==> config.mk <==
export PLATFORM = sky130hd
export DESIGN_NAME = dds_phase_datapath
export DESIGN_NICKNAME = d
export VERILOG_FILES = /design/src/core/dds_pkg.sv /design/src/core/dds_fifo.sv /design/src/core/dds_phase_datapath.sv
export VERILOG_INCLUDE_DIRS = /design/src /design/src/core
export SDC_FILE = /design/constraint.sdc
export NUM_CORES = 1
export LEC_CHECK = 0
export ABC_AREA = 1
export BUFFER_PORTS_ARGS = -buffer_cell sky130_fd_sc_hd__buf_2
export CAP_MARGIN = 20
export CORE_ASPECT_RATIO = 0.8
export CORE_MARGIN = 2
export CORE_UTILIZATION = 30
export DETAILED_ROUTE_END_ITERATION = 10
export GPL_TIMING_DRIVEN = 1
export PLACE_DENSITY_LB_ADDON = 0.08
export RECOVER_POWER = 25
export SKIP_CTS_REPAIR_TIMING = 1
export SYNTH_ARGS = -nofsm -noshare
export SYNTH_HDL_FRONTEND = slang
export SYNTH_SLANG_ARGS = --single-unit
==> constraint.sdc <==
create_clock -name sys_clk -period 30.1 [get_ports sys_clk]
set_input_delay 4.515 -clock sys_clk [delete_from_list [all_inputs] [get_ports sys_clk]]
set_output_delay 4.515 -clock sys_clk [all_outputs]
set_load 0.01 [all_outputs]
==> src/core/dds_map.svh <==
// Contract
// - Byte offset add matters only while the one-shot alternate add is enabled.
// - Byte offset add: alternate top byte plus primary top byte, primary low 24 bits.
// - Without byte offset add the full 32-bit alternate increment is accumulated.
// - Output format bit 1 gives offset binary, 0 gives two's complement.
// - Both codings differ only in the sample MSB.
// - Dither scales to programmed DAC width; narrow DACs use the top sample bits.
// - Width code 111 bypasses the dither circuit completely.
// - Static control: bit7 strobe invert, bit5 byte add, bit3 format, bits2..0 width.
// - One-shot mode adds the alternate increment once per update strobe, then primary.
// - External select disabled means increment_select is ignored and primary is used.
// - Any write to the clear arm register zeroes the accumulator at next update strobe.
// - Any write to the soft activate register activates pending settings like a strobe.
// - Soft activation takes effect within four system clock periods.
// - increment_select 0 picks primary, 1 picks alternate increment.
// - increment_select is captured on a select_strobe rising edge and held until the next one.
// - select_strobe is synchronised into the system clock domain before use.
// - 32-bit accumulator adds the selected increment every clock without a stall, wrapping around.
// - Lookup phase is offset by code times 45 degrees; stored phase stays untouched.
// - phase_offset_code is captured on a synchronised offset_strobe edge.
// - Each 12-bit sample comes from the top 16 bits of the offset phase.
`ifndef DDS_MAP_SVH
`define DDS_MAP_SVH

`define DDS_ADDR_PRI_B0   5'h00
`define DDS_ADDR_PRI_B3   5'h03
`define DDS_ADDR_ALT_B0   5'h04
`define DDS_ADDR_ALT_B3   5'h07
`define DDS_ADDR_SYNC     5'h08
`define DDS_ADDR_STATIC   5'h0a
`define DDS_ADDR_CLR_ARM  5'h0c
`define DDS_ADDR_SOFT_ACT 5'h0d

`define DDS_SYNC_ONESHOT  3
`define DDS_SYNC_EXTSEL   2
`define DDS_SYNC_EXTPHASE 1
`define DDS_STAT_STB_INV  7
`define DDS_STAT_BYTE_ADD 5
`define DDS_STAT_FORMAT   3

`define DDS_SYNC_RST      8'h00
`define DDS_STATIC_RST    8'h07
`define DDS_DITHER_OFF    3'h7
`define DDS_DITHER_MAXC   3'h6
`define DDS_LFSR_SEED     16'h0001

`define DDS_SAMPLE_W      12
`define DDS_FIFO_DEPTH    8

`endif

==> src/core/dds_pkg.sv <==
`include "dds_map.svh"
package dds_pkg;

  typedef enum logic [2:0] {
    DDS_SRC_PRIMARY  = 3'b001,
    DDS_SRC_ALT_ONCE = 3'b010,
    DDS_SRC_ALT_HOLD = 3'b100
  } dds_src_e;

  typedef struct packed {
    logic       cs_n;
    logic       wr_n;
    logic [4:0] addr;
    logic [7:0] data;
  } dds_bus_s;

  typedef struct packed {
    logic        wr_n_prev;
    logic        upd_prev;
    logic [2:0]  sel_sync;
    logic [2:0]  off_sync;
    logic [31:0] pend_pri;
    logic [31:0] pend_alt;
    logic [7:0]  pend_sync;
    logic [31:0] act_pri;
    logic [31:0] act_alt;
    logic [7:0]  act_sync;
    logic [7:0]  static_ctl;
    logic        clear_arm;
    logic        soft_pend;
    logic        ext_sel;
    dds_src_e    src;
    logic [31:0] acc;
    logic [2:0]  off_code;
    logic [15:0] phase16;
    logic [11:0] sample;
    logic [15:0] lfsr;
    logic [11:0] out_word;
    logic        out_vld;
  } dds_state_s;

endpackage

==> src/core/dds_fifo.sv <==
`timescale 1ns/1ps
`default_nettype none
module dds_fifo #(
  parameter int WIDTH = 12,
  parameter int DEPTH = 8
) (
  input  wire logic             sys_clk,
  input  wire logic             rst,
  input  wire logic             in_valid,
  output logic                  in_ready,
  input  wire logic [WIDTH-1:0] in_data,
  output logic                  out_valid,
  input  wire logic             out_ready,
  output logic [WIDTH-1:0]      out_data
);
  localparam int AW = $clog2(DEPTH);

  // DEPTH must be a power of two; pointers wrap naturally
  logic [WIDTH-1:0] mem_q [DEPTH];
  logic [AW-1:0]    wr_q;
  logic [AW-1:0]    rd_q;
  logic [AW:0]      cnt_q;
  logic             push;
  logic             pop;

  assign in_ready = (cnt_q != (AW+1)'(DEPTH));
  assign push     = in_valid & in_ready;
  // Output stage is a register so the consumer sees flop outputs
  assign pop      = (cnt_q != '0) & (~out_valid | out_ready);

  always_ff @(posedge sys_clk) begin
    if (rst) begin
      wr_q      <= '0;
      rd_q      <= '0;
      cnt_q     <= '0;
      out_valid <= 1'b0;
      out_data  <= '0;
    end else begin
      if (push) begin
        mem_q[wr_q] <= in_data;
        wr_q        <= wr_q + 1'b1;
      end
      if (pop) begin
        out_data  <= mem_q[rd_q];
        out_valid <= 1'b1;
        rd_q      <= rd_q + 1'b1;
      end else if (out_ready) begin
        out_valid <= 1'b0;
      end
      cnt_q <= cnt_q + {{AW{1'b0}}, push} - {{AW{1'b0}}, pop};
    end
  end
endmodule
`default_nettype wire

==> src/core/dds_phase_datapath.sv <==
`timescale 1ns/1ps
`default_nettype none
`include "dds_map.svh"
module dds_phase_datapath
  import dds_pkg::*;
(
  input  wire logic       sys_clk,
  input  wire logic       rst,
  input  wire dds_bus_s   bus_in,
  input  wire logic       update_strobe,
  input  wire logic       increment_select,
  input  wire logic       select_strobe,
  input  wire logic [2:0] phase_offset_code,
  input  wire logic       offset_strobe,
  input  wire logic       sample_ready,
  output logic [11:0]     sample_data,
  output logic            sample_valid,
  output logic            dac_strobe_invert
);

  // Quarter-wave sine, 32 segments, amplitude 2047
  localparam logic [10:0] SINE_LUT [0:32] = '{
    11'h000, 11'h064, 11'h0c9, 11'h12c, 11'h18f, 11'h1f1, 11'h252, 11'h2b2,
    11'h30f, 11'h36b, 11'h3c5, 11'h41c, 11'h471, 11'h4c3, 11'h513, 11'h55f,
    11'h5a7, 11'h5ed, 11'h62e, 11'h66c, 11'h6a6, 11'h6dc, 11'h70d, 11'h73a,
    11'h763, 11'h787, 11'h7a7, 11'h7c2, 11'h7d8, 11'h7e9, 11'h7f5, 11'h7fd,
    11'h7ff
  };

  localparam dds_state_s STATE_RST = '{
    wr_n_prev  : 1'b1,
    upd_prev   : 1'b0,
    sel_sync   : 3'h0,
    off_sync   : 3'h0,
    pend_pri   : 32'h0000_0000,
    pend_alt   : 32'h0000_0000,
    pend_sync  : `DDS_SYNC_RST,
    act_pri    : 32'h0000_0000,
    act_alt    : 32'h0000_0000,
    act_sync   : `DDS_SYNC_RST,
    static_ctl : `DDS_STATIC_RST,
    clear_arm  : 1'b0,
    soft_pend  : 1'b0,
    ext_sel    : 1'b0,
    src        : DDS_SRC_PRIMARY,
    acc        : 32'h0000_0000,
    off_code   : 3'h0,
    phase16    : 16'h0000,
    sample     : 12'h000,
    lfsr       : `DDS_LFSR_SEED,
    out_word   : 12'h000,
    out_vld    : 1'b0
  };

  dds_state_s  s_q;
  dds_state_s  s_d;

  logic        fifo_in_ready;
  logic        wr_take;
  logic        hop_rise;
  logic        upd_evt;
  logic        sel_rise;
  logic        off_rise;
  logic        stall;
  logic        one_shot_on;
  logic        byte_add_on;
  logic [31:0] alt_inc;
  logic [31:0] inc;
  logic [13:0] quarter_pos;
  logic [4:0]  seg;
  logic [10:0] seg_lo;
  logic [10:0] seg_hi;
  logic [19:0] slope_prod;
  logic [10:0] amp;
  logic [11:0] smp;
  logic [2:0]  width_code;
  logic [2:0]  drop;
  logic [11:0] noise_mask;
  logic [12:0] dith_sum;
  logic [11:0] dith_val;
  logic [11:0] coded;

  always_comb begin
    s_d = s_q;

    // Bus write taken on the falling edge of the write strobe
    wr_take       = ~bus_in.cs_n & ~bus_in.wr_n & s_q.wr_n_prev;
    s_d.wr_n_prev = bus_in.wr_n;

    hop_rise     = update_strobe & ~s_q.upd_prev;
    s_d.upd_prev = update_strobe;

    // Stage 0 of each synchroniser feeds only stage 1
    s_d.sel_sync = {s_q.sel_sync[1:0], select_strobe};
    s_d.off_sync = {s_q.off_sync[1:0], offset_strobe};
    sel_rise     = s_q.sel_sync[1] & ~s_q.sel_sync[2];
    off_rise     = s_q.off_sync[1] & ~s_q.off_sync[2];

    stall = s_q.out_vld & ~fifo_in_ready;

    // Register writes; pending copies wait for activation
    s_d.soft_pend = 1'b0;
    if (wr_take) begin
      if (bus_in.addr <= `DDS_ADDR_PRI_B3) begin
        s_d.pend_pri[bus_in.addr[1:0]*8 +: 8] = bus_in.data;
      end else if (bus_in.addr <= `DDS_ADDR_ALT_B3) begin
        s_d.pend_alt[bus_in.addr[1:0]*8 +: 8] = bus_in.data;
      end else begin
        case (bus_in.addr)
          `DDS_ADDR_SYNC:     s_d.pend_sync = bus_in.data;
          `DDS_ADDR_STATIC:   s_d.static_ctl = bus_in.data;
          `DDS_ADDR_SOFT_ACT: s_d.soft_pend = 1'b1;
          default:            s_d.soft_pend = 1'b0;
        endcase
      end
    end

    // Activation by strobe edge or one cycle after a soft write
    upd_evt = hop_rise | s_q.soft_pend;
    if (upd_evt) begin
      s_d.act_pri  = s_q.pend_pri;
      s_d.act_alt  = s_q.pend_alt;
      s_d.act_sync = s_q.pend_sync;
    end

    // Clear fires on the strobe edge; a new arm in the same cycle wins
    if (hop_rise && s_q.clear_arm) begin
      s_d.clear_arm = 1'b0;
    end
    if (wr_take && bus_in.addr == `DDS_ADDR_CLR_ARM) begin
      s_d.clear_arm = 1'b1;
    end

    if (sel_rise && s_d.act_sync[`DDS_SYNC_EXTSEL]) begin
      s_d.ext_sel = increment_select;
    end

    if (off_rise && s_d.act_sync[`DDS_SYNC_EXTPHASE]) begin
      s_d.off_code = phase_offset_code;
    end

    // Increment for this cycle
    one_shot_on = s_q.act_sync[`DDS_SYNC_ONESHOT];
    byte_add_on = one_shot_on & s_q.static_ctl[`DDS_STAT_BYTE_ADD];
    if (byte_add_on) begin
      alt_inc = {s_q.act_alt[31:24] + s_q.act_pri[31:24], s_q.act_pri[23:0]};
    end else begin
      alt_inc = s_q.act_alt;
    end
    case (s_q.src)
      DDS_SRC_PRIMARY:  inc = s_q.act_pri;
      DDS_SRC_ALT_ONCE: inc = alt_inc;
      DDS_SRC_ALT_HOLD: inc = alt_inc;
      default:          inc = s_q.act_pri;
    endcase

    // Next source; a held one-shot survives a stall
    if (upd_evt && s_d.act_sync[`DDS_SYNC_ONESHOT]) begin
      s_d.src = DDS_SRC_ALT_ONCE;
    end else if (s_q.src == DDS_SRC_ALT_ONCE && stall) begin
      s_d.src = DDS_SRC_ALT_ONCE;
    end else if (s_d.act_sync[`DDS_SYNC_EXTSEL] && s_d.ext_sel) begin
      s_d.src = DDS_SRC_ALT_HOLD;
    end else begin
      s_d.src = DDS_SRC_PRIMARY;
    end

    // Accumulator holds only while the sample FIFO refuses data
    if (hop_rise && s_q.clear_arm) begin
      s_d.acc = 32'h0000_0000;
    end else if (!stall) begin
      s_d.acc = s_q.acc + inc;
    end

    // Sine lookup: mirror within quadrant, interpolate one segment
    quarter_pos = s_q.phase16[14] ? ~s_q.phase16[13:0] : s_q.phase16[13:0];
    seg         = quarter_pos[13:9];
    seg_lo      = SINE_LUT[seg];
    seg_hi      = SINE_LUT[6'({1'b0, seg} + 6'h01)];
    slope_prod  = 20'(seg_hi - seg_lo) * 20'(quarter_pos[8:0]);
    amp         = seg_lo + slope_prod[19:9];
    smp         = s_q.phase16[15] ? 12'(-{1'b0, amp}) : {1'b0, amp};

    // Dither: add noise below the kept LSB, then truncate
    width_code = s_q.static_ctl[2:0];
    drop       = (width_code > `DDS_DITHER_MAXC) ? 3'h0 : (`DDS_DITHER_MAXC - width_code);
    noise_mask = 12'((13'h0001 << drop) - 13'h0001);
    dith_sum   = {s_q.sample[11], s_q.sample} + {1'b0, s_q.lfsr[11:0] & noise_mask};
    if (width_code == `DDS_DITHER_OFF) begin
      dith_val = s_q.sample;
    end else if (!dith_sum[12] && dith_sum[11]) begin
      // Positive overflow would wrap to the most negative code
      dith_val = 12'h7ff & ~noise_mask;
    end else begin
      dith_val = dith_sum[11:0] & ~noise_mask;
    end

    if (s_q.static_ctl[`DDS_STAT_FORMAT]) begin
      coded = {~dith_val[11], dith_val[10:0]};
    end else begin
      coded = dith_val;
    end

    // Pipeline advances together so a refused word is offered again
    if (!stall) begin
      s_d.phase16  = s_q.acc[31:16] + {s_q.off_code, 13'h0000};
      s_d.sample   = smp;
      s_d.lfsr     = {s_q.lfsr[14:0],
                      s_q.lfsr[15] ^ s_q.lfsr[13] ^ s_q.lfsr[12] ^ s_q.lfsr[10]};
      s_d.out_word = coded;
      s_d.out_vld  = 1'b1;
    end
  end

  always_ff @(posedge sys_clk) begin
    if (rst) begin
      s_q <= STATE_RST;
    end else begin
      s_q <= s_d;
    end
  end

  assign dac_strobe_invert = s_q.static_ctl[`DDS_STAT_STB_INV];

  dds_fifo #(
    .WIDTH (`DDS_SAMPLE_W),
    .DEPTH (`DDS_FIFO_DEPTH)
  ) u_fifo (
    .sys_clk   (sys_clk),
    .rst       (rst),
    .in_valid  (s_q.out_vld),
    .in_ready  (fifo_in_ready),
    .in_data   (s_q.out_word),
    .out_valid (sample_valid),
    .out_ready (sample_ready),
    .out_data  (sample_data)
  );

endmodule
`default_nettype wire

==> reports/qor.csv <==
stage,metric,value,unit
route,wl,70.0,mm
clock_network,cts_root_buf,clkbuf_16,
setup_path,reg2reg_from,s_q[55]$_SDFFE_PP0N_,
timing,fin_skew,0.0217,ns
grt,grt_pass1_vias,19100,
cells_and_area,layout.nets,3373,
setup_path,rrSetupSlack,18.77,ns
cells_and_area,drive_above_1_share,0.0570,
hold_path,holdPathEnd,s_d[255]$_SDFF_PP0_,
route,detail-route-antenna-nets,0,
placed_design,gp_congestion,0.881,
clock_network,clk_latency,0.57,ns
timing,hold-worst-slack,0.408,ns
clock_network,clk_path_buf_depth,3,
cells_and_area,antenna_cells,0,
setup_path,critPathRequiredTime,30.51,ns
setup_path,reg2reg_to,s_q[40]$_SDFFE_PP0N_,
timing,period_minus_slack,11.33,ns
setup_path,critPathLaunchType,register,
grt,overflow,0,
synthesis,avgSynthCellArea,7.60,µm²
timing,fmax,88.3,MHz
clock_network,htree_levels,2,
job,maxCapViolCount,1,
synthesis,synth_top_area_frac,0.228,
timing,slew_violations,50,
synthesis,yosysSeqAreaShare,0.349,
synthesis,synthFlopType,dfxtp_1,
setup_path,crit_arrival,11.74,ns
timing,period_share,0.376,
clock_network,cts_buffers,40,
timing,worst_pin_slew,2.83,ns
setup_path,crit_fanout,19,
setup_path,path_class,reg -> reg,
setup_path,r2r.worst_path.cells,49,
placed_design,hpwlAfterDp,52.3,mm
synthesis,ys_async_sr_fraction,0,
hold_path,hold_depth,2,
grt,grt_first_pass_wirelength,110,mm
floorplanning,die_y,255,µm
route,wl_per_cell,16.8,µm
setup_path,cp_common_cell,nand2_1,
synthesis,synth_edf_count,96,
synthesis,synthTopCellsByArea,"dfxtp_1 23%, edfxtp_1 12%, nand2_1 7.9%, inv_1 7.9%, fa_1 7.9%",
synthesis,ys_warn_count,0,
floorplanning,ioPinCount,39,
setup_path,crit_family,adder cells,
setup_path,slowest_stage,dfxtp_1,
hold_path,min_from,s_d[254]$_SDFF_PP0_,
timing,rsz0062_at_grt,false,
timing,tns,0,ns
floorplanning,initial_core_util,0.302,
route,dr_total_vias,19900,
setup_path,critPathMaxStageDelay,0.97,ns
run_status,violations,"max-capacitance violations, max-slew violations",
synthesis,ys_types,64,
timing,maxSlewHeadroom,-0.886,
synthesis,yosysTopAreaCell,dfxtp_1,
synthesis,synthCells,3116,
synthesis,syn_area,0.0237,mm²
floorplanning,rows,92,
synthesis,ys_ff_latch,365,
clock_network,clk_pin_slew,0.06,ns
hold_path,holdCritPathClass,reg -> reg,
timing,finalHoldViolCount,0,
floorplanning,die_w,318,µm
route,drt-initial-drc-count,1448,
clock_network,cts_tree,built,
route,drc,0,
clock_network,clock_sinks,365,
cells_and_area,area_growth,10.9,%
run_status,outcome,"complete, but fails checks",
grt,antenna_found_initial,0,
floorplanning,core_area,0.0785,mm²
grt,grt_max_degree,92,
route,viasPerCell,4.77,
route,first_pass_iters,6,
placed_design,portBuffers,38,
setup_path,critical_path_buf_inv_count,9,
timing,setup_violations,0,
cells_and_area,n_fill_cell,8362,
grt,track_usage,0.172,
floorplanning,die-area,0.0812,mm²
setup_path,crit_path_end_kind,register,
-- worst max-delay path by stage --
stage	startpoint	endpoint	slack, ns	cells after the start
global route	s_q[55]$_SDFFE_PP0N_	s_q[40]$_SDFFE_PP0N_	17.79	54
global placement	s_q[55]$_SDFFE_PP0N_	s_q[40]$_SDFFE_PP0N_	19.03	49
floorplan	s_q[55]$_SDFFE_PP0N_	s_q[39]$_SDFFE_PP0N_	20.59	61
CTS	s_q[55]$_SDFFE_PP0N_	s_q[40]$_SDFFE_PP0N_	18.80	49
finish	s_q[55]$_SDFFE_PP0N_	s_q[40]$_SDFFE_PP0N_	18.77	49
detailed placement	s_q[55]$_SDFFE_PP0N_	s_q[40]$_SDFFE_PP0N_	18.86	49
-- cell families (layout without fill, tap and decap cells) --
kind of cell | Yosys count | in the layout | share of synthesized area
compound gates | 751 | 751 | 0.174
fa+ha+maj | 239 | 239 | 0.156
buf+inv | 625 | 646 | 0.101
flops | 365 | 365 | 0.349
mux | 26 | 26 | 0.0110
other cells | 1 | 3 | 0.000158
xor+xnor | 66 | 66 | 0.0266
simple gates | 1043 | 1043 | 0.183
-- through the flow --
stage | worst slack [ns] | area (µm²) | instances | utilization
final | 18.77 | 26200 | 4173 | 0.334
after global routing | 17.79 | 26200 | 4173 | 0.334
after detailed placement | 18.86 | 24900 | 4099 | 0.317
after CTS | 18.80 | 26200 | 4171 | 0.334
after global placement | 19.03 | 24900 | 4099 | 0.317
after floorplan | 20.59 | 23700 | 3118 | -
-- cell type report --
cell class | instances | area, µm² | share of cell area
Clock buffer | 55 | 1140 | 0.0434
Clock inverter | 17 | 184 | 0.00701
Sequential cell | 365 | 8270 | 0.315
Tap cell | 1034 | 1290 | 0.0493
Timing Repair Buffer | 60 | 367 | 0.0140
Multi-Input combinational cell | 2128 | 13100 | 0.498
Inverter | 514 | 1930 | 0.0736
-- synthesized netlist by cell type, drive strengths merged, types with 2 or more instances --
cell     instances
mux2i           26
o21bai          19
nand2          509
o31ai            2
inv            508
o21a             8
nor3            35
ha             146
nand3b           2
o21ai          332
o211ai          29
a31oi           13
xnor2           30
a31o             2
o221ai          20
fa              93
o22ai           14
a21o            11
and2             2
nor2           332
edfxtp          96
or3              2
a21oi          288
o41ai            2
nand3          121
or2             16
xor2            36
nor4             2
clkinv           6
dfxtp          269
o2111ai          2
o311ai           4
nand4           19
buf             26
clkbuf          85
-- worst reg2reg max path: cells and delay by family (launching register included) --
| family | cells | cell delay, ns |
|---|---|---|
| AOI/OAI and AO/OA | 7 | 1.01 |
| buffers and inverters | 9 | 1.07 |
| and+or+nand+nor | 18 | 2.09 |
| xor gates and xnor gates | 3 | 0.83 |
| adders and majority gates | 12 | 5.20 |
| DFF | 1 | 0.97 |
-- per-layer routing --
metal / wire [µm] / up-vias / part of all wire / track usage
met1: 36400 / 9338 / 0.52 / 0.258
met2: 29200 / 366 / 0.42 / 0.258
met3: 3250 / 66 / 0.046 / 0.0268
met4: 1100 / 0 / 0.016 / 0.0333
met5: 0 / - / 0 / 0
li1: - / 10100 / - / -
-- state kept, by name, indices dropped and copies added (netlist names) --
name	flops
dac_strobe_invert	1
s_q	240
u_fifo.rd_q	3
s_d	4
u_fifo.cnt_q	4
u_fifo.out_valid	1
u_fifo.mem_q	96
u_fifo.out_data	12
u_fifo.wr_q	3
one_shot_on	1
-- layout by cell type (no fill, tap or decap), drive strengths merged, types with 19 or more instances in the layout --
cell / Yosys / routed
ha: 146 / 146
nor3: 35 / 35
o221ai: 20 / 20
dfxtp: 269 / 269
o21bai: 19 / 19
nand4: 19 / 19
mux2i: 26 / 26
o21ai: 332 / 332
buf: 26 / 59
nor2: 332 / 332
inv: 508 / 512
xor2: 36 / 36
nand3: 121 / 121
clkbuf: 85 / 56
fa: 93 / 93
a21oi: 288 / 288
nand2: 509 / 509
xnor2: 30 / 30
o211ai: 29 / 29
edfxtp: 96 / 96
Power is not shown: default switching activity piles up to over one toggle a cycle in this logic, so the estimate is an artifact.
